`src/sacf_pkg.sv`:
```
// package: constants and types for the serial addressed command front end
package sacf_pkg;
   // clock and serial timing
   localparam int CLK_HZ = 100_000_000;
   localparam int BAUD_DEF = 9600;
   localparam int BIT_CYCLES_DEF = (CLK_HZ + BAUD_DEF / 2) / BAUD_DEF;
   localparam logic [15:0] BAUD_MIN = 16'h0010;
   // register map
   localparam int APB_AW = 12;
   localparam logic [11:0] OFF_CTRL = 12'h000;
   localparam logic [11:0] OFF_ADDR = 12'h004;
   localparam logic [11:0] OFF_BAUD = 12'h008;
   localparam logic [11:0] OFF_STATUS = 12'h00c;
   // field positions
   localparam int CTRL_MODE_LSB = 0;
   localparam int CTRL_PAR_EN_BIT = 2;
   localparam int CTRL_PAR_ODD_BIT = 3;
   localparam int CTRL_DATA7_BIT = 4;
   localparam int CTRL_STOP2_BIT = 5;
   localparam int STAT_DROP_LSB = 8;
   // reset values, address limit and stop-bit codes
   localparam logic [7:0] ADDR_DEF = 8'h04;
   localparam logic [7:0] ADDR_MAX = 8'h0f;
   localparam logic PAR_EN_DEF = 1'b0;
   localparam logic PAR_ODD_DEF = 1'b0;
   localparam logic DATA7_DEF = 1'b0;
   localparam logic [1:0] STOP_ONE = 2'h1;
   localparam logic [1:0] STOP_TWO = 2'h2;
   // characters, and ten for splitting the address into digits
   localparam logic [7:0] CH_STX = 8'h02;
   localparam logic [7:0] CH_ETX = 8'h03;
   localparam logic [7:0] CH_LF = 8'h0a;
   localparam logic [7:0] CH_QM = 8'h3f;
   localparam logic [7:0] CH_0 = 8'h30;
   localparam logic [7:0] CH_1 = 8'h31;
   localparam logic [7:0] ADDR_TENS = 8'h0a;

   typedef enum logic [1:0] {
      MODE_OFF = 2'b00,
      MODE_ADDR = 2'b01,
      MODE_PKT = 2'b10
   } sacf_mode_type;

   typedef enum logic [2:0] {
      PS_IDLE = 3'b000,
      PS_PFX2 = 3'b001,
      PS_CMD = 3'b010,
      PS_SKIP = 3'b011,
      PS_PADDR = 3'b100,
      PS_PMSG = 3'b101,
      PS_PSUM = 3'b110
   } sacf_ps_type;

   typedef enum logic [2:0] {
      RX_IDLE = 3'b000,
      RX_START = 3'b001,
      RX_DATA = 3'b010,
      RX_PAR = 3'b011,
      RX_STOP = 3'b100
   } sacf_rx_type;

   typedef struct packed {
      logic par_en;
      logic par_odd;
      logic data7;
      logic [1:0] stop_bit_count;
      logic [15:0] bit_cycles;
   } sacf_ser_cfg_type;

   typedef struct packed {
      logic valid;
      logic [7:0] data;
      logic done;
      logic abort;
      logic reply;
   } sacf_cmd_type;
endpackage

```
`src/sacf_uart_rx.sv`:
```
// module: asynchronous character receiver with selectable format
`timescale 1ns/1ps
module sacf_uart_rx (
   // clock and reset
   input wire logic clk_i,
   input wire logic rst_i,
   // line and format
   input wire logic rxd_i,
   input wire logic [15:0] bit_cycles_i,
   input wire logic data7_i,
   input wire logic par_en_i,
   input wire logic par_odd_i,
   // received character
   output logic [7:0] byte_o,
   output logic vld_o,
   output logic err_o
);
   sacf_pkg::sacf_rx_type st_r, st_nxt;
   logic [15:0] cnt_r, cnt_nxt;
   logic [2:0] idx_r, idx_nxt;
   logic [7:0] sh_r, sh_nxt;
   logic par_r, par_nxt;
   logic [7:0] byte_nxt;
   logic vld_nxt, err_nxt;

   always_comb begin
      st_nxt = st_r;
      cnt_nxt = cnt_r - 16'h0001;
      idx_nxt = idx_r;
      sh_nxt = sh_r;
      par_nxt = par_r;
      byte_nxt = byte_o;
      vld_nxt = 1'b0;
      err_nxt = 1'b0;
      case (st_r)
         sacf_pkg::RX_IDLE: begin
            // sample mid-bit: wait half a bit after the falling edge
            cnt_nxt = {1'b0, bit_cycles_i[15:1]};
            if (!rxd_i) begin
               st_nxt = sacf_pkg::RX_START;
            end
         end
         sacf_pkg::RX_START: begin
            if (cnt_r == 16'h0000) begin
               cnt_nxt = bit_cycles_i - 16'h0001;
               idx_nxt = 3'h0;
               par_nxt = par_odd_i;
               // a glitch shorter than half a bit is not a start
               st_nxt = rxd_i ? sacf_pkg::RX_IDLE : sacf_pkg::RX_DATA;
            end
         end
         sacf_pkg::RX_DATA: begin
            if (cnt_r == 16'h0000) begin
               cnt_nxt = bit_cycles_i - 16'h0001;
               sh_nxt = {rxd_i, sh_r[7:1]};
               par_nxt = par_r ^ rxd_i;
               idx_nxt = idx_r + 3'h1;
               if (idx_r == (data7_i ? 3'h6 : 3'h7)) begin
                  st_nxt = par_en_i ? sacf_pkg::RX_PAR : sacf_pkg::RX_STOP;
               end
            end
         end
         sacf_pkg::RX_PAR: begin
            if (cnt_r == 16'h0000) begin
               cnt_nxt = bit_cycles_i - 16'h0001;
               par_nxt = par_r ^ rxd_i;
               st_nxt = sacf_pkg::RX_STOP;
            end
         end
         sacf_pkg::RX_STOP: begin
            // only the first stop bit is checked; a second one is idle level
            if (cnt_r == 16'h0000) begin
               st_nxt = sacf_pkg::RX_IDLE;
               vld_nxt = 1'b1;
               byte_nxt = data7_i ? {1'b0, sh_r[7:1]} : sh_r;
               err_nxt = !rxd_i || (par_en_i && par_r);
            end
         end
         default: begin
            st_nxt = sacf_pkg::RX_IDLE;
         end
      endcase
   end

   always_ff @(posedge clk_i or posedge rst_i) begin
      if (rst_i) begin
         st_r <= sacf_pkg::RX_IDLE;
         cnt_r <= 16'h0000;
         idx_r <= 3'h0;
         sh_r <= 8'h00;
         par_r <= 1'b0;
         byte_o <= 8'h00;
         vld_o <= 1'b0;
         err_o <= 1'b0;
      end else begin
         st_r <= st_nxt;
         cnt_r <= cnt_nxt;
         idx_r <= idx_nxt;
         sh_r <= sh_nxt;
         par_r <= par_nxt;
         byte_o <= byte_nxt;
         vld_o <= vld_nxt;
         err_o <= err_nxt;
      end
   end
endmodule // sacf_uart_rx

```
`src/sacf_frontend.sv`:
```
// module: receive-side command front end with apb configuration
//
// Contract
// - addressed mode accepts only matching two-char prefix
// - device address limited to zero through fifteen
// - addressed mode replies to queries only
// - packet mode ignores packets for other addresses
// - packet mode replies to every accepted packet
// - packet is stx, address, message, etx, checksum
// - mode defaults off, address defaults four
// - default 9600 8n1, parity/7 bits/2 stops selectable
// - off mode is plain async, queries answered
// - half duplex, reply only after received command
//
// Implementation choices: the APB interface to the registers and the register offsets.
`timescale 1ns/1ps
module sacf_frontend #(
   parameter logic [15:0] BIT_CYCLES = 16'(sacf_pkg::BIT_CYCLES_DEF)
) (
   // clock and reset
   input wire logic CLK_SYS_I,
   input wire logic RST_I,
   // apb slave
   input wire logic PSEL_I,
   input wire logic PENABLE_I,
   input wire logic PWRITE_I,
   input wire logic [sacf_pkg::APB_AW-1:0] PADDR_I,
   input wire logic [31:0] PWDATA_I,
   output logic [31:0] PRDATA_O,
   output logic PREADY_O,
   output logic PSLVERR_O,
   // serial line and configuration for the transmitter
   input wire logic RXD_I,
   output sacf_pkg::sacf_ser_cfg_type SER_CFG_O,
   // command stream toward the interpreter
   output sacf_pkg::sacf_cmd_type CMD_O
);
   sacf_pkg::sacf_mode_type mode_r, mode_nxt;
   sacf_pkg::sacf_ser_cfg_type cfg_nxt;
   logic [7:0] addr_r, addr_nxt;
   logic [31:0] prdata_nxt;
   logic pready_nxt, pslverr_nxt, ctrl_wr;
   sacf_pkg::sacf_ps_type ps_r, ps_nxt;
   sacf_pkg::sacf_cmd_type cmd_nxt;
   logic [7:0] sum_r, sum_nxt, hi_r, hi_nxt, drop_r, drop_nxt, exp_hi, exp_lo;
   logic query_r, query_nxt, fwd, cmd_phase, rx_ok;
   logic [7:0] rx_byte;
   logic rx_vld, rx_err;

   sacf_uart_rx u_rx (
      .clk_i(CLK_SYS_I),
      .rst_i(RST_I),
      .rxd_i(RXD_I),
      .bit_cycles_i(SER_CFG_O.bit_cycles),
      .data7_i(SER_CFG_O.data7),
      .par_en_i(SER_CFG_O.par_en),
      .par_odd_i(SER_CFG_O.par_odd),
      .byte_o(rx_byte),
      .vld_o(rx_vld),
      .err_o(rx_err)
   );

   // apb: decide in the first access cycle, commit at the pready edge
   always_comb begin
      pready_nxt = 1'b0;
      pslverr_nxt = PSLVERR_O;
      prdata_nxt = PRDATA_O;
      mode_nxt = mode_r;
      cfg_nxt = SER_CFG_O;
      addr_nxt = addr_r;
      ctrl_wr = 1'b0;
      if (PSEL_I && PENABLE_I && !PREADY_O) begin
         pready_nxt = 1'b1;
         pslverr_nxt = 1'b0;
         prdata_nxt = 32'h0000_0000;
         if (PADDR_I == sacf_pkg::OFF_CTRL) begin
            prdata_nxt[sacf_pkg::CTRL_MODE_LSB +: 2] = mode_r;
            prdata_nxt[sacf_pkg::CTRL_PAR_EN_BIT] = SER_CFG_O.par_en;
            prdata_nxt[sacf_pkg::CTRL_PAR_ODD_BIT] = SER_CFG_O.par_odd;
            prdata_nxt[sacf_pkg::CTRL_DATA7_BIT] = SER_CFG_O.data7;
            prdata_nxt[sacf_pkg::CTRL_STOP2_BIT] = SER_CFG_O.stop_bit_count == sacf_pkg::STOP_TWO;
            pslverr_nxt = PWRITE_I && (PWDATA_I[sacf_pkg::CTRL_MODE_LSB +: 2] == 2'b11);
         end else if (PADDR_I == sacf_pkg::OFF_ADDR) begin
            prdata_nxt[7:0] = addr_r;
            pslverr_nxt = PWRITE_I && (PWDATA_I > 32'(sacf_pkg::ADDR_MAX));
         end else if (PADDR_I == sacf_pkg::OFF_BAUD) begin
            prdata_nxt[15:0] = SER_CFG_O.bit_cycles;
            pslverr_nxt = PWRITE_I && (PWDATA_I[15:0] < sacf_pkg::BAUD_MIN);
         end else if (PADDR_I == sacf_pkg::OFF_STATUS) begin
            prdata_nxt[2:0] = ps_r;
            prdata_nxt[sacf_pkg::STAT_DROP_LSB +: 8] = drop_r;
            pslverr_nxt = PWRITE_I;
         end else begin
            pslverr_nxt = 1'b1;
         end
      end
      if (PSEL_I && PENABLE_I && PREADY_O && PWRITE_I && !PSLVERR_O) begin
         if (PADDR_I == sacf_pkg::OFF_CTRL) begin
            ctrl_wr = 1'b1;
            mode_nxt = sacf_pkg::sacf_mode_type'(PWDATA_I[sacf_pkg::CTRL_MODE_LSB +: 2]);
            cfg_nxt.par_en = PWDATA_I[sacf_pkg::CTRL_PAR_EN_BIT];
            cfg_nxt.par_odd = PWDATA_I[sacf_pkg::CTRL_PAR_ODD_BIT];
            cfg_nxt.data7 = PWDATA_I[sacf_pkg::CTRL_DATA7_BIT];
            cfg_nxt.stop_bit_count = PWDATA_I[sacf_pkg::CTRL_STOP2_BIT] ?
               sacf_pkg::STOP_TWO : sacf_pkg::STOP_ONE;
         end else if (PADDR_I == sacf_pkg::OFF_ADDR) begin
            addr_nxt = PWDATA_I[7:0];
         end else if (PADDR_I == sacf_pkg::OFF_BAUD) begin
            cfg_nxt.bit_cycles = PWDATA_I[15:0];
         end
      end
   end

   always_ff @(posedge CLK_SYS_I or posedge RST_I) begin
      if (RST_I) begin
         PREADY_O <= 1'b0;
         PSLVERR_O <= 1'b0;
         PRDATA_O <= 32'h0000_0000;
         mode_r <= sacf_pkg::MODE_OFF;
         addr_r <= sacf_pkg::ADDR_DEF;
         SER_CFG_O <= {sacf_pkg::PAR_EN_DEF, sacf_pkg::PAR_ODD_DEF, sacf_pkg::DATA7_DEF,
                       sacf_pkg::STOP_ONE, BIT_CYCLES};
      end else begin
         PREADY_O <= pready_nxt;
         PSLVERR_O <= pslverr_nxt;
         PRDATA_O <= prdata_nxt;
         mode_r <= mode_nxt;
         addr_r <= addr_nxt;
         SER_CFG_O <= cfg_nxt;
      end
   end

   // expected prefix: two decimal digits of the address
   always_comb begin
      exp_hi = (addr_r >= sacf_pkg::ADDR_TENS) ? sacf_pkg::CH_1 : sacf_pkg::CH_0;
      exp_lo = sacf_pkg::CH_0 + ((addr_r >= sacf_pkg::ADDR_TENS) ?
                                 (addr_r - sacf_pkg::ADDR_TENS) : addr_r);
   end

   assign fwd = (ps_r == sacf_pkg::PS_CMD) || (ps_r == sacf_pkg::PS_PMSG) ||
                (ps_r == sacf_pkg::PS_PSUM);
   assign cmd_phase = (ps_r == sacf_pkg::PS_CMD) ||
                      (ps_r == sacf_pkg::PS_IDLE && mode_r == sacf_pkg::MODE_OFF);
   assign rx_ok = rx_vld && !rx_err && !ctrl_wr;

   // bytes are forwarded as they come; the interpreter commits on done
   // and discards on abort, so no packet buffer is needed
   always_comb begin
      ps_nxt = ps_r;
      sum_nxt = sum_r;
      hi_nxt = hi_r;
      query_nxt = query_r;
      drop_nxt = drop_r;
      cmd_nxt = '0;
      cmd_nxt.data = CMD_O.data;
      if (ctrl_wr) begin
         ps_nxt = sacf_pkg::PS_IDLE;
         query_nxt = 1'b0;
         cmd_nxt.abort = fwd;
      end else if (rx_vld && rx_err) begin
         cmd_nxt.abort = fwd;
         query_nxt = 1'b0;
         ps_nxt = (mode_r == sacf_pkg::MODE_PKT) ? sacf_pkg::PS_IDLE : sacf_pkg::PS_SKIP;
      end else if (rx_vld && mode_r == sacf_pkg::MODE_PKT && rx_byte == sacf_pkg::CH_STX) begin
         cmd_nxt.abort = fwd;
         ps_nxt = sacf_pkg::PS_PADDR;
      end else if (rx_vld && cmd_phase) begin
         if (rx_byte == sacf_pkg::CH_LF) begin
            cmd_nxt.done = 1'b1;
            cmd_nxt.reply = query_r;
            query_nxt = 1'b0;
            ps_nxt = sacf_pkg::PS_IDLE;
         end else begin
            cmd_nxt.valid = 1'b1;
            cmd_nxt.data = rx_byte;
            query_nxt = query_r || (rx_byte == sacf_pkg::CH_QM);
            ps_nxt = sacf_pkg::PS_CMD;
         end
      end else if (rx_vld) begin
         case (ps_r)
            sacf_pkg::PS_IDLE: begin
               if (mode_r == sacf_pkg::MODE_ADDR) begin
                  hi_nxt = rx_byte;
                  ps_nxt = sacf_pkg::PS_PFX2;
               end
            end
            sacf_pkg::PS_PFX2: begin
               query_nxt = 1'b0;
               ps_nxt = (hi_r == exp_hi && rx_byte == exp_lo) ?
                        sacf_pkg::PS_CMD : sacf_pkg::PS_SKIP;
            end
            sacf_pkg::PS_SKIP: begin
               if (rx_byte == sacf_pkg::CH_LF) begin
                  ps_nxt = sacf_pkg::PS_IDLE;
               end
            end
            sacf_pkg::PS_PADDR: begin
               sum_nxt = rx_byte;
               ps_nxt = (rx_byte == addr_r) ? sacf_pkg::PS_PMSG : sacf_pkg::PS_IDLE;
            end
            sacf_pkg::PS_PMSG: begin
               sum_nxt = sum_r ^ rx_byte;
               if (rx_byte == sacf_pkg::CH_ETX) begin
                  ps_nxt = sacf_pkg::PS_PSUM;
               end else begin
                  cmd_nxt.valid = 1'b1;
                  cmd_nxt.data = rx_byte;
               end
            end
            sacf_pkg::PS_PSUM: begin
               ps_nxt = sacf_pkg::PS_IDLE;
               if (rx_byte == sum_r) begin
                  cmd_nxt.done = 1'b1;
                  cmd_nxt.reply = 1'b1;
               end else begin
                  cmd_nxt.abort = 1'b1;
                  drop_nxt = drop_r + 8'h01;
               end
            end
            default: begin
               ps_nxt = sacf_pkg::PS_IDLE;
            end
         endcase
      end
   end

   always_ff @(posedge CLK_SYS_I or posedge RST_I) begin
      if (RST_I) begin
         ps_r <= sacf_pkg::PS_IDLE;
         sum_r <= 8'h00;
         hi_r <= 8'h00;
         query_r <= 1'b0;
         drop_r <= 8'h00;
         CMD_O <= '0;
      end else begin
         ps_r <= ps_nxt;
         sum_r <= sum_nxt;
         hi_r <= hi_nxt;
         query_r <= query_nxt;
         drop_r <= drop_nxt;
         CMD_O <= cmd_nxt;
      end
   end
endmodule // sacf_frontend

```
`config.mk`:
```
export PLATFORM = sky130hd
export DESIGN_NAME = sacf_frontend
export DESIGN_NICKNAME = d
export VERILOG_FILES = /design/src/sacf_pkg.sv /design/src/sacf_uart_rx.sv /design/src/sacf_frontend.sv
export SDC_FILE = /design/constraint.sdc
export NUM_CORES = 1
export LEC_CHECK = 0
export BUFFER_PORTS_ARGS = -buffer_cell sky130_fd_sc_hd__buf_2
export CORE_AREA = 10 10 184 186
export DETAILED_ROUTE_END_ITERATION = 8
export DIE_AREA = 0 0 194 196
export PLACE_DENSITY = 0.49
export SLEW_MARGIN = 15
export SYNTH_ARGS = -nofsm -noshare
export SYNTH_HDL_FRONTEND = slang
export SYNTH_SLANG_ARGS = --single-unit
export TNS_END_PERCENT = 100
```
`constraint.sdc`:
```
create_clock -name CLK_SYS_I -period 4.97 [get_ports CLK_SYS_I]
set_input_delay 0.497 -clock CLK_SYS_I [delete_from_list [all_inputs] [get_ports CLK_SYS_I]]
set_output_delay 0.497 -clock CLK_SYS_I [all_outputs]
set_load 0.02 [all_outputs]
```
==> impl_results.md, run 1 <==
* Die area at about 0.038 mm^2
* CP Max Fanout at 11
* Share of cells above drive strength 1 at 0.258
* Routed vias at roughly 6k
* Post-synthesis cell area at approximately 0.0075 mm^2
* Crit path required time at 5240 ps
* Clock Root Buffer: clkbuf_16
* Crit end category: register
* Reg2Reg Setup Slack at between 1500 and 2000 ps
* Final Non-Filler Cells at between 1k and 1.5k
* Worst path arrival time at 3280 ps
* # setup viols final at 0
* Worst slew margin at 0.348
* Clock sink count at 130
* Worst Skew at about 12 ps
* Via/cell ratio at around 4.8
* Power per cell area at ~310 mW/mm^2
* Cell count after synthesis at roughly 760
* Grt total ovfl at 0
* Tcrit/Tclk final at 0.606
* Sequential power share at 0.443
* Placed cells at between 1k and 1.5k
* Int Power at ~2.0 mW
* Dpl hpwl at around 16000 um
* Layout net count at between 800 and 900
* Post-synthesis register bit count at 130
* Clock slew at reported path FFs at about 60 ps
* Sw frac at 0.268
* Starting Density at 0.247
* First-pass GRT wire length at 34500 um
* Synth top area share at 0.409
* Count of pins over their slew limit at 0
* Power share of the clock group at 0.456
* Post-CTS setup buffers at 0
* Min-Delay Path Class: in2async
* Comb pwr share at 0.101
* Pin count of the biggest net entering global routing at just over 90
* Synth top cells by count: dfrtp_1 (122), nand2_1 (87), nor2_1 (49)
* Hold buffers post-CTS at 0
* Average wire per standard cell at between 15 and 20 um
* Met3 wire length at ~1100 um
* CTS tree: done
* Peak supply drop at 0.227 mV
* Post-synthesis sequential area ratio at 0.437
* Final WL at approximately 22000 um
* Post-route ant nets at 0
* Met2 wire len at around 10000 um
* Mean post-synth cell area at between 9 and 10 um^2
* Metal-1 WL at about 10000 um
* Synth unique cells at 72
* Most frequent cell after synthesis: dfrtp_1
* Status: complete, no violations
* Initial antenna violation count at 0
* TritonCTS Buffers at 17
* Setup TNS at 0 ps
* Io pins at between 100 and 150
* Worst slew pin tran at approximately 970 ps
* PortBufs at 100
* Startpoint class of the critical path: register
* Achievable frequency at 332 MHz
* Area leader, netlist: dfrtp_1
* Top post-synthesis cells by area: dfrtp_1 (41%), mux2_2 (6.0%), nand2_1 (4.4%)
* Core ar. at 0.0303 mm^2
* CTS HTree Levels at 4
* Number of max-cap violations at 0
* Final hold violations at 0
* Ys Warns at 0
* Most used DFF post-synth: dfrtp_1
* Area delta synth->final at 18.1%
* DRC Markers at 0
* Placer congestion estimate at 0.814
* # rows at 64
* DR top layer: met4
* Total GRT Usage at 0.112
* CP Class: reg2reg
* DR pass1 iterations at 5
* Vert. Die Dim at between 150 and 200 um
* Overall Power at ~2.7 mW
* Initial DRC count at 368
* Switch Pwr at 0.727 mW
* Post-cts gate resize count at 0
* Skew-Pair Late Insertion Delay at around 420 ps
* Vias in the first global route at about 6.0k
* Asr flop ratio synth at 1.00
* Lkg Pwr at between 3 and 4 nW
* Clock Tree Buf Depth at 2
* Fin crit period at about 3000 ps
* Die W at just under 200 um
* RSZ-0062 raised after global routing: no
* ANT cells at 0
* Number of synthesized flops with an enable pin at 0
power by group through the flow:
| stage | sequential (mW) | combinational (mW) | clock, mW |
|---|---|---|---|
| after floorplan | 1.21 | 0.214 | 0 |
| after global placement | 1.22 | 0.274 | 0 |
| after detailed placement | 1.22 | 0.276 | 0 |
| after CTS | 1.20 | 0.277 | 1.27 |
| after global routing | 1.21 | 0.309 | 1.33 |
| final | 1.20 | 0.273 | 1.24 |
final timing paths:
check | startpoint | to | depth (start not counted)
max in group asynchronous | RST_I | CMD_O[5]$_DFFE_PP0P_ | 3
hold / removal | RST_I | u_rx.idx_r[1]$_DFFE_PP0P_ | 2
hold reg to reg | PRDATA_O[1]$_DFFE_PP0P_ | PRDATA_O[1]$_DFFE_PP0P_ | 2
setup / recovery | u_rx.byte_o[0]$_DFFE_PP0P_ | sum_r[1]$_DFFE_PP0P_ | 6
setup reg to reg | u_rx.byte_o[0]$_DFFE_PP0P_ | sum_r[1]$_DFFE_PP0P_ | 6
min in group CLK_SYS_I | PWDATA_I[10] | SER_CFG_O[10]$_DFFE_PP0P_ | 2
placed cells by master, fill, tap and decap left out, drive strengths merged, types with 5 or more instances in the layout:
| master | netlist | routed |
|---|---|---|
| conb | 1 | 16 |
| nor2b | 10 | 10 |
| o21ai | 41 | 41 |
| a311oi | 8 | 8 |
| clkinv | 2 | 11 |
| a21bo | 5 | 5 |
| dfrtp | 122 | 122 |
| o31ai | 8 | 8 |
| and3 | 5 | 5 |
| buf | 36 | 104 |
| o22ai | 12 | 12 |
| or3 | 6 | 6 |
| nand4 | 10 | 10 |
| xnor2 | 30 | 30 |
| mux2 | 40 | 40 |
| nor2 | 50 | 50 |
| nand2b | 10 | 10 |
| clkbuf | 21 | 17 |
| nor3 | 27 | 27 |
| dfstp | 8 | 8 |
| inv | 19 | 22 |
| ha | 7 | 7 |
| a21oi | 31 | 31 |
| nand3 | 19 | 19 |
| nor4 | 24 | 24 |
| xor2 | 25 | 25 |
| a31oi | 6 | 6 |
| or4 | 7 | 7 |
| nand2 | 88 | 88 |
| mux2i | 18 | 18 |
| a22oi | 11 | 11 |
layout make-up:
class	instances	area (um^2)
Clock inverter	15	158
Multi-Input combinational cell	568	3860
Clock buffer	17	425
Inverter	21	83.8
Fill cell	3218	21500
Timing Repair Buffer	104	531
Sequential cell	130	3260
Tap cell	396	495
per-layer routing:
metal,track usage,vias to the layer above
met5,0,-
met4,0.0319,0
met3,0.0338,20
met2,0.170,125
met1,0.149,2942
li1,-,2891
metrics by stage:
stage          instance area, um^2  hold slack, ps  utilization  setup WS, ps
2_1_floorplan                 7520             441            -          1020
3_3_place_gp                  8230             462        0.272          1820
3_5_place_dp                  8230             458        0.272          1750
4_1_cts                       8810             297        0.291          1900
5_1_grt                       8810             307        0.291          1650
6_report                      8810             250        0.291          1960
sequential cells by signal (all words and copies together) (netlist names), 8 cells and up:
name,flops
SER_CFG_O,21
PRDATA_O,16
u_rx.cnt_r,16
CMD_O,12
addr_r,8
drop_r,8
hi_r,8
sum_r,8
u_rx.byte_o,8
u_rx.sh_r,8
logic make-up after synthesis:
logic type / synth area share
AND/OR/NAND/NOR: 0.199
AO/OA/AOI/OAI: 0.140
flip-flops: 0.437
buffers and inverters: 0.0533
multiplexers: 0.0936
XOR/XNOR: 0.0646
adder cells (fa/ha/maj): 0.0117
other: 0.000503
critical path: stages, from the launching register on:
cell and delay, ps:
dfrtp_1 670, nor4b_1 150, nand4_1 240, nand2b_1 160, nor4_2 680, nor2b_1 770
a311oi_2 180
Note: power is estimated with default switching activity, not from simulation.
==> inputs of run 2 (changes only) <==
--- a/config.mk
+++ b/config.mk
@@ -5,6 +5,7 @@
 export SDC_FILE = /design/constraint.sdc
 export NUM_CORES = 1
 export LEC_CHECK = 0
+export ABC_AREA = 1
 export BUFFER_PORTS_ARGS = -buffer_cell sky130_fd_sc_hd__buf_2
 export CORE_AREA = 10 10 184 186
 export DETAILED_ROUTE_END_ITERATION = 8
==> constraint.sdc (replaced) <==
create_clock -name CLK_SYS_I -period 3.1 [get_ports CLK_SYS_I]
set_input_delay 0.31 -clock CLK_SYS_I [delete_from_list [all_inputs] [get_ports CLK_SYS_I]]
set_output_delay 0.31 -clock CLK_SYS_I [all_outputs]
set_load 0.02 [all_outputs]
==> run 2 against run 1 <==
Worst hold slack worse by 220 ps. Setup slack worse by 1400 ps. Combinational power rose to 5.4 times the previous value. Global-route usage increased by 0.97 points. Maximum frequency up 19%. First-iteration DRC count rose by 11%. Clock power is 56% higher. Clock skew increased by 4.6 ps. Synthesized cell count rose by 25%.
==> impl_results.md, run 2 <==
* Status: complete, no violations
* Worst setup margin at 576 ps (-1380 ps)
* Worst Skew at 16.4 ps (+4.59 ps)
* Synth top area share at 0.409 (about the same)
* CP most frequent cell: nand2_1
* Commonest non-fill, non-tap cell in the layout: nand2_1
* Number of max-cap violations at 0 (unchanged)
* # setup viols final at 0 (unchanged)
* Post-synthesis register bit count at 130 (unchanged)
* Lkg Pwr at 4.33 nW (+11%)
* Achievable frequency at 396 MHz (+19%)
* Post-synthesis sequential area ratio at 0.437 (about the same)
* Startpoint class of the critical path: register
* Cell count after synthesis at 954 (+25%)
* First-pass GRT wire length at 37200 um (+8.0%)
* Reg with most FFs: SER_CFG_O
* Die area at 0.0380 mm^2 (unchanged)
* Synth Area in Adders at 0.0117 (about the same)
* Post-CTS setup buffers at 0 (unchanged)
* Number of synthesized flops with an enable pin at 0 (unchanged)
* Fillers at 3320 (+3.2%)
* TritonCTS Buffers at 17 (unchanged)
* Worst slew pin tran at 786 ps (-185 ps)
* CP max stage delay at 610 ps (-160 ps)
* PortBufs at 100 (unchanged)
* Routed vias at 6683 (+12%)
* Crit path required time at 3410 ps (-1830 ps)
* Post-cts gate resize count at 0 (unchanged)
* Starting Density at 0.247 (about the same)
* Compound-Gate Fraction of Synth Area at 0.151 (+0.0110)
* Xor and xnor fraction of the mapped netlist area at 0.0469 (-0.0176)
* Clock Tree Buf Depth at 2 (unchanged)
* Placer congestion estimate at 0.851 (+4.6%)
* Ys Warns at 0 (unchanged)
* RSZ-0062 raised after global routing: no
* Skew-Pair Late Insertion Delay at 430 ps (about the same)
* Pre-CTS setup slack at 594 ps (-1160 ps)
* Clock sink count at 130 (unchanged)
* Via/cell ratio at 4.56 (-4.5%)
* Synth top cells by count: nand2_1 (204), dfrtp_1 (122), inv_1 (122)
* Most frequent cell after synthesis: nand2_1
* Share of cells above drive strength 1 at 0.181 (-0.0778)
* Post-route ant nets at 0 (unchanged)
* DRC Markers at 0 (unchanged)
* DR pass1 iterations at 5 (unchanged)
* Synth unique cells at 52 (-28%)
* Initial DRC count at 408 (+11%)
* R2R Path Start: addr_r[2]$_DFFE_PP1P_
* Most used DFF post-synth: dfrtp_1
* CTS tree: done
* ANT cells at 0 (unchanged)
* CP Cell Sequence: inv_2 -> ha_1 -> inv_1 -> nand2_1 -> nand3_1 -> nand3_1 -> ha_1 -> or2_2 -> nand4_1 -> nor2_1 -> nand3_1 -> nor2_1 -> nand3_1 -> o21bai_1 -> nand2_1 -> nand2_1 -> nand2_1 -> nand2_1 -> nand2_1
* Mean post-synth cell area at 7.83 um^2 (-20%)
* Final WL at 23300 um (+7.7%)
* Tcrit/Tclk final at 0.814 (+0.209)
* Peak supply drop at 0.283 mV (+25%)
* Largest family of logic cells by synthesized area: simple AND/OR/NAND/NOR gates
* Grt total ovfl at 0 (unchanged)
* Area delta synth->final at 19.5%
* Vias in the first global route at 6517 (+9.2%)
* Dpl cell area at 0.00836 mm^2 (+1.6%)
* Count of pins over their slew limit at 0 (unchanged)
* Design area at 0.00892 mm^2 (+1.2%)
* Reg2Reg Setup Slack at 580 ps (-1380 ps)
* Setup TNS at 0 ps (unchanged)
* Crit end category: register
* Post-synthesis cell area at 0.00747 mm^2 (about the same)
* Simple-gate share of the synthesized area at 0.241 (+0.0423)
* Total GRT Usage at 0.121 (+0.00971)
* Average wire per standard cell at 15.9 um (-8.0%)
* Dpl hpwl at 17900 um (+11%)
* Reg2reg end: ps_r[0]$_DFFE_PP0P_
* Layout net count at 1112 (+24%)
* Top post-synthesis cells by area: dfrtp_1 (41%), nand2_1 (10%), inv_1 (6.1%)
* Pin count of the biggest net entering global routing at 73 (-21%)
* Initial antenna violation count at 0 (unchanged)
* Core ar. at 0.0303 mm^2 (unchanged)
* Die W at 194 um (unchanged)
* CP Class: reg2reg
* Worst path arrival time at 2840 ps (-440 ps)
* CTS HTree Levels at 4 (unchanged)
* Vert. Die Dim at 196 um (unchanged)
* CP Max Fanout at 7 (-4)
* Hold buffers post-CTS at 0 (unchanged)
* R2R depth at 19 (+13)
* Worst slew margin at 0.475 (+0.127)
* Asr flop ratio synth at 1.00 (unchanged)
* Clock Root Buffer: clkbuf_16
* # rows at 64 (unchanged)
* Flip-flop count of the largest register after layout at 21 (unchanged)
* Mux share of post-synthesis cell area at 0.00603 (-0.0875)
* Io pins at 117 (unchanged)
* Fin crit period at 2520 ps (-486 ps)
* Min-Delay Path Class: in2async
* Clock slew at reported path FFs at 60 ps (about the same)
* Area leader, netlist: dfrtp_1
* CP max-delay cell: dfstp_2
* Power per cell area at 619 mW/mm^2 (+100%)
* Regs by FF count: SER_CFG_O: 21 flops, PRDATA_O: 16 flops, u_rx.cnt_r: 16 flops
* Final hold violations at 0 (unchanged)
* Most frequent cells in the layout: nand2_1 (204), dfrtp_1 (122), inv_1 (121)
[run 2: critical path: cells and delay by family, from the launching register on]
| kind | cells | cell delay [ps] |
|---|---|---|
| simple gates | 14 | 1050 |
| buf+inv | 2 | 150 |
| fa+ha+maj | 2 | 490 |
| compound gates | 1 | 120 |
| flops | 1 | 610 |
[run 2: through the flow]
stage | total power [mW] | utilization | hold WS (ps) | std cells
after floorplan | 3.16 | - | 409 | 969
after global placement | 3.60 | 0.276 | 448 | 1432
after detailed placement | 3.60 | 0.276 | 450 | 1432
after CTS | 5.57 | 0.295 | 53.8 | 1464
after global routing | 5.88 | 0.295 | 90.6 | 1464
final | 5.52 | 0.295 | 29.6 | 1464
[run 2: power breakdown]
group,switching [mW],internal (mW),leakage (nW)
sequential,0.211,1.89,1.72
combinational,0.952,0.524,2.33
clock,0.802,1.14,0.283
total,1.96,3.56,4.33
[run 2: cell type report]
| cell class | count | area (um^2) | area share |
|---|---|---|---|
| multi-input combinational | 654 | 3470 | 0.389 |
| sequential | 130 | 3260 | 0.366 |
| timing repair buffer | 111 | 596 | 0.0667 |
| inverter | 141 | 533 | 0.0597 |
| tap | 396 | 495 | 0.0555 |
| clock buffer | 19 | 453 | 0.0508 |
| clock inverter | 13 | 111 | 0.0125 |
[run 2: worst max-delay path by stage]
stage                               end             startpoint  cells past startpoint  slack, ps
finish              ps_r[0]$_DFFE_PP0P_  addr_r[2]$_DFFE_PP1P_                     19        580
global route        ps_r[0]$_DFFE_PP0P_  addr_r[2]$_DFFE_PP1P_                     19        320
CTS                 ps_r[0]$_DFFE_PP0P_  addr_r[2]$_DFFE_PP1P_                     19        580
detailed placement  ps_r[0]$_DFFE_PP0P_  addr_r[2]$_DFFE_PP1P_                     19        590
global placement    ps_r[0]$_DFFE_PP0P_  addr_r[2]$_DFFE_PP1P_                     19        620
floorplan           ps_r[0]$_DFFE_PP0P_  addr_r[2]$_DFFE_PP1P_                     20        760
[run 2: cell families (layout without fill, tap and decap cells)]
| group | count (synthesis) | count (layout) |
|---|---|---|
| DFF | 130 | 130 |
| other | 1 | 16 |
| adders and majority gates | 7 | 7 |
| AOI/OAI and AO/OA | 187 | 187 |
| muxes | 4 | 4 |
| buffers and inverters | 185 | 284 |
| xor gates and xnor gates | 40 | 40 |
| and+or+nand+nor | 400 | 400 |
[run 2: layer usage]
layer	share of wire	global-route usage	up-vias	wire, um
met5	0	0	-	0
met1	0.48	0.163	3136	11100
met4	0.0085	0.0254	0	199
li1	-	-	3345	-
met2	0.45	0.186	183	10500
met3	0.062	0.0396	19	1440
==> inputs of run 3 (changes only) <==
--- a/config.mk
+++ b/config.mk
@@ -10,7 +10,7 @@
 export CORE_AREA = 10 10 184 186
 export DETAILED_ROUTE_END_ITERATION = 8
 export DIE_AREA = 0 0 194 196
-export PLACE_DENSITY = 0.49
+export PLACE_DENSITY = 0.51
 export SLEW_MARGIN = 15
 export SYNTH_ARGS = -nofsm -noshare
 export SYNTH_HDL_FRONTEND = slang
==> constraint.sdc (replaced) <==
create_clock -name CLK_SYS_I -period 2.07 [get_ports CLK_SYS_I]
set_input_delay 0.207 -clock CLK_SYS_I [delete_from_list [all_inputs] [get_ports CLK_SYS_I]]
set_output_delay 0.207 -clock CLK_SYS_I [all_outputs]
set_load 0.02 [all_outputs]
==> run 3 against run 2 <==
The flow now finishes with violations (setup timing). Die area unchanged. Via count increased by 5.7%. First-iteration DRC count increased by 11%. Power increased by 60%. Global-route usage increased by 0.83 points. Sequential share of layout area decreased by 2.8 points. Register-to-register slack got worse by 810 ps. Utilization increased by 2.5 points. Sequential power increased by 48%. Maximum frequency increased by 9.6%. Worst hold slack got worse by 7.9 ps. Cell count increased by 5.1%.
==> impl_results.md, run 3 (synthesis gave the netlist of run 2 again) <==
* CTS tree: done
* Power per cell area at 913 mW/mm^2 (+48%)
* Vert. Die Dim at 196 um (unchanged)
* CTS HTree Levels at 4 (unchanged)
* Final Non-Filler Cells at 1538 (+5.1%)
* Average wire per standard cell at 16.1 um (+1.4%)
* Initial DRC count at 453 (+11%)
* Grt total ovfl at 0 (unchanged)
* Pre-CTS setup slack at -271 ps (-866 ps)
* RSZ-0062 raised after global routing: yes
* Die area at 0.0380 mm^2 (unchanged)
* Total GRT Usage at 0.130 (+0.00830)
* Io pins at 117 (unchanged)
* Worst slew pin tran at 680 ps (-105 ps)
* Area delta synth->final at 29.5%
* Worst hold path depth at 3
* Overall Power at 8.83 mW (+60%)
* ANT cells at 0 (unchanged)
* Vias in the first global route at 7071 (+8.5%)
* Worst slew margin at 0.546 (+0.0713)
* DR pass1 iterations at 5 (unchanged)
* Min-Delay Path Class: in2reg
* Min Hold Slack at 21.7 ps (-7.87 ps)
* Fillers at 3242 (-2.3%)
* Starting Density at 0.247 (unchanged)
* Placed cells at 1496 (+4.5%)
* Share of cells above drive strength 1 at 0.256 (+0.0750)
* Most frequent cells in the layout: nand2_1 (198), dfrtp_1 (119), inv_1 (117)
* Worst path arrival time at 2610 ps (-230 ps)
* Via/cell ratio at 4.59 (+0.59%)
* Layout net count at 1186 (+6.7%)
* Final hold violations at 0 (unchanged)
* Worst setup margin at -234 ps (-809 ps)
* CP Class: reg2reg
* R2R Path Start: addr_r[2]$_DFFE_PP1P_
* Post-route ant nets at 0 (unchanged)
* Crit end category: register
* Setup TNS at -234 ps (-234 ps)
* Reg2Reg Setup Slack at -230 ps (-810 ps)
* Clock Tree Buf Depth at 2 (unchanged)
* CP Max Fanout at 3 (-4)
* Failing checks: setup timing
* Final WL at 24800 um (+6.5%)
* Commonest non-fill, non-tap cell in the layout: nand2_1
* Achievable frequency at 434 MHz (+9.6%)
* DRC Markers at 0 (unchanged)
* Clock slew at reported path FFs at 70 ps (about the same)
* Routed vias at 7062 (+5.7%)
* Dpl hpwl at 19200 um (+7.3%)
* Initial antenna violation count at 0 (unchanged)
* Lkg Pwr at 4.71 nW (+8.6%)
* Flip-flop count of the largest register after layout at 21 (unchanged)
* Number of max-cap violations at 0 (unchanged)
* Skew-Pair Late Insertion Delay at 420 ps (about the same)
* Tcrit/Tclk final at 1.11 (+0.299)
* Clock Root Buffer: clkbuf_16
* Core ar. at 0.0303 mm^2 (unchanged)
* First-pass GRT wire length at 39600 um (+6.4%)
* Worst Skew at 12.6 ps (-3.85 ps)
* # setup viols final at 1 (+1)
* Crit path required time at 2380 ps (-1030 ps)
* Regs by FF count: SER_CFG_O: 21 flops, PRDATA_O: 16 flops, u_rx.cnt_r: 16 flops
* PortBufs at 100 (unchanged)
* Placer congestion estimate at 0.896 (+5.3%)
* R2R depth at 19 (unchanged)
* Hold Crit Endpoint: SER_CFG_O[9]$_DFFE_PP0P_
* Pin count of the biggest net entering global routing at 109 (+49%)
* TritonCTS Buffers at 17 (unchanged)
* Fin crit period at 2300 ps (-221 ps)
* Count of pins over their slew limit at 0 (unchanged)
* Clock sink count at 130 (unchanged)
* Die W at 194 um (unchanged)
* Reg2reg end: ps_r[0]$_DFFE_PP0P_
* Peak supply drop at 0.422 mV (+49%)
* Hold path start: PWDATA_I[9]
* Startpoint class of the critical path: register
* Status: finished, violations left
* # rows at 64 (unchanged)
* Reg with most FFs: SER_CFG_O
## run 3: cell count changes in the layout (fill, tap and decap cells not counted), moves of 4 or more
cell	before	now
nor2_1	72	68
buf_4	10	81
nand3_1	51	47
nand2_1	204	198
nand2_2	3	9
clkinv_2	6	1
inv_1	121	117
nand3_2	2	6
## run 3: worst max path at each step
stage / start / end / slack (ps) / cells past startpoint
2_1_floorplan: addr_r[2]$_DFFE_PP1P_ / ps_r[0]$_DFFE_PP0P_ / -200 / 20
3_5_place_dp: addr_r[2]$_DFFE_PP1P_ / ps_r[0]$_DFFE_PP0P_ / -270 / 19
4_1_cts: addr_r[2]$_DFFE_PP1P_ / ps_r[0]$_DFFE_PP0P_ / -230 / 19
5_1_grt: addr_r[2]$_DFFE_PP1P_ / ps_r[0]$_DFFE_PP0P_ / -450 / 19
3_3_place_gp: addr_r[2]$_DFFE_PP1P_ / ps_r[0]$_DFFE_PP0P_ / -260 / 19
6_report: addr_r[2]$_DFFE_PP1P_ / ps_r[0]$_DFFE_PP0P_ / -230 / 19
## run 3: critical path: stages (launching register included)
cell and delay, ps:
dfstp_2 550, inv_4 40, ha_4 140, inv_2 50, nand2_2 60, nand3_2 70, nand3_2 100, ha_4 280
or2_4 100, nand4_1 60, nor2_1 110, nand3_1 70, nor2_1 100, nand3_1 80, o21bai_1 120, nand2_1 60
nand2_1 60, nand2_1 40, nand2_1 60, nand2_1 40
## run 3: repair_timing
| action | 4_1_cts | 5_1_grt |
|---|---|---|
| resized for setup | 1 | 23 |
| hold endpoints to repair | 24 | 0 |
| hold buffers | 3 | 0 |
| buffers inserted | 1 | 6 |
| setup endpoints to repair | 1 | 28 |
| pin swaps | 4 | 9 |
## run 3: final cells by class
type	instances	area, um^2	share of cell area
flip-flops and latches	130	3270	0.338
clock inverters	14	178	0.0184
well taps	396	495	0.0513
multi-input cells	654	3600	0.373
inverters	141	536	0.0554
repair buffers	185	1160	0.120
clock buffers	18	429	0.0444
## run 3: metal layers
metal	global-route usage	wire length (um)	vias to the layer above
met4	0.0342	288	0
li1	-	-	3483
met3	0.0256	1170	20
met1	0.169	11500	3366
met5	0	0	-
met2	0.215	11900	193
## run 3: report_power, final
part / switching, mW / total, mW / internal (mW) / leakage [nW]
Clock: 1.25 / 3.16 / 1.91 / 0.284
Combinational: 1.57 / 2.55 / 0.986 / 2.71
Sequential: 0.277 / 3.11 / 2.84 / 1.71
## run 3: metrics by stage
stage / cell area, um^2 / utilization
after floorplan: 7580 / -
after global placement: 8890 / 0.294
after detailed placement: 8890 / 0.294
after CTS: 9530 / 0.315
after global routing: 9670 / 0.319
final: 9670 / 0.319
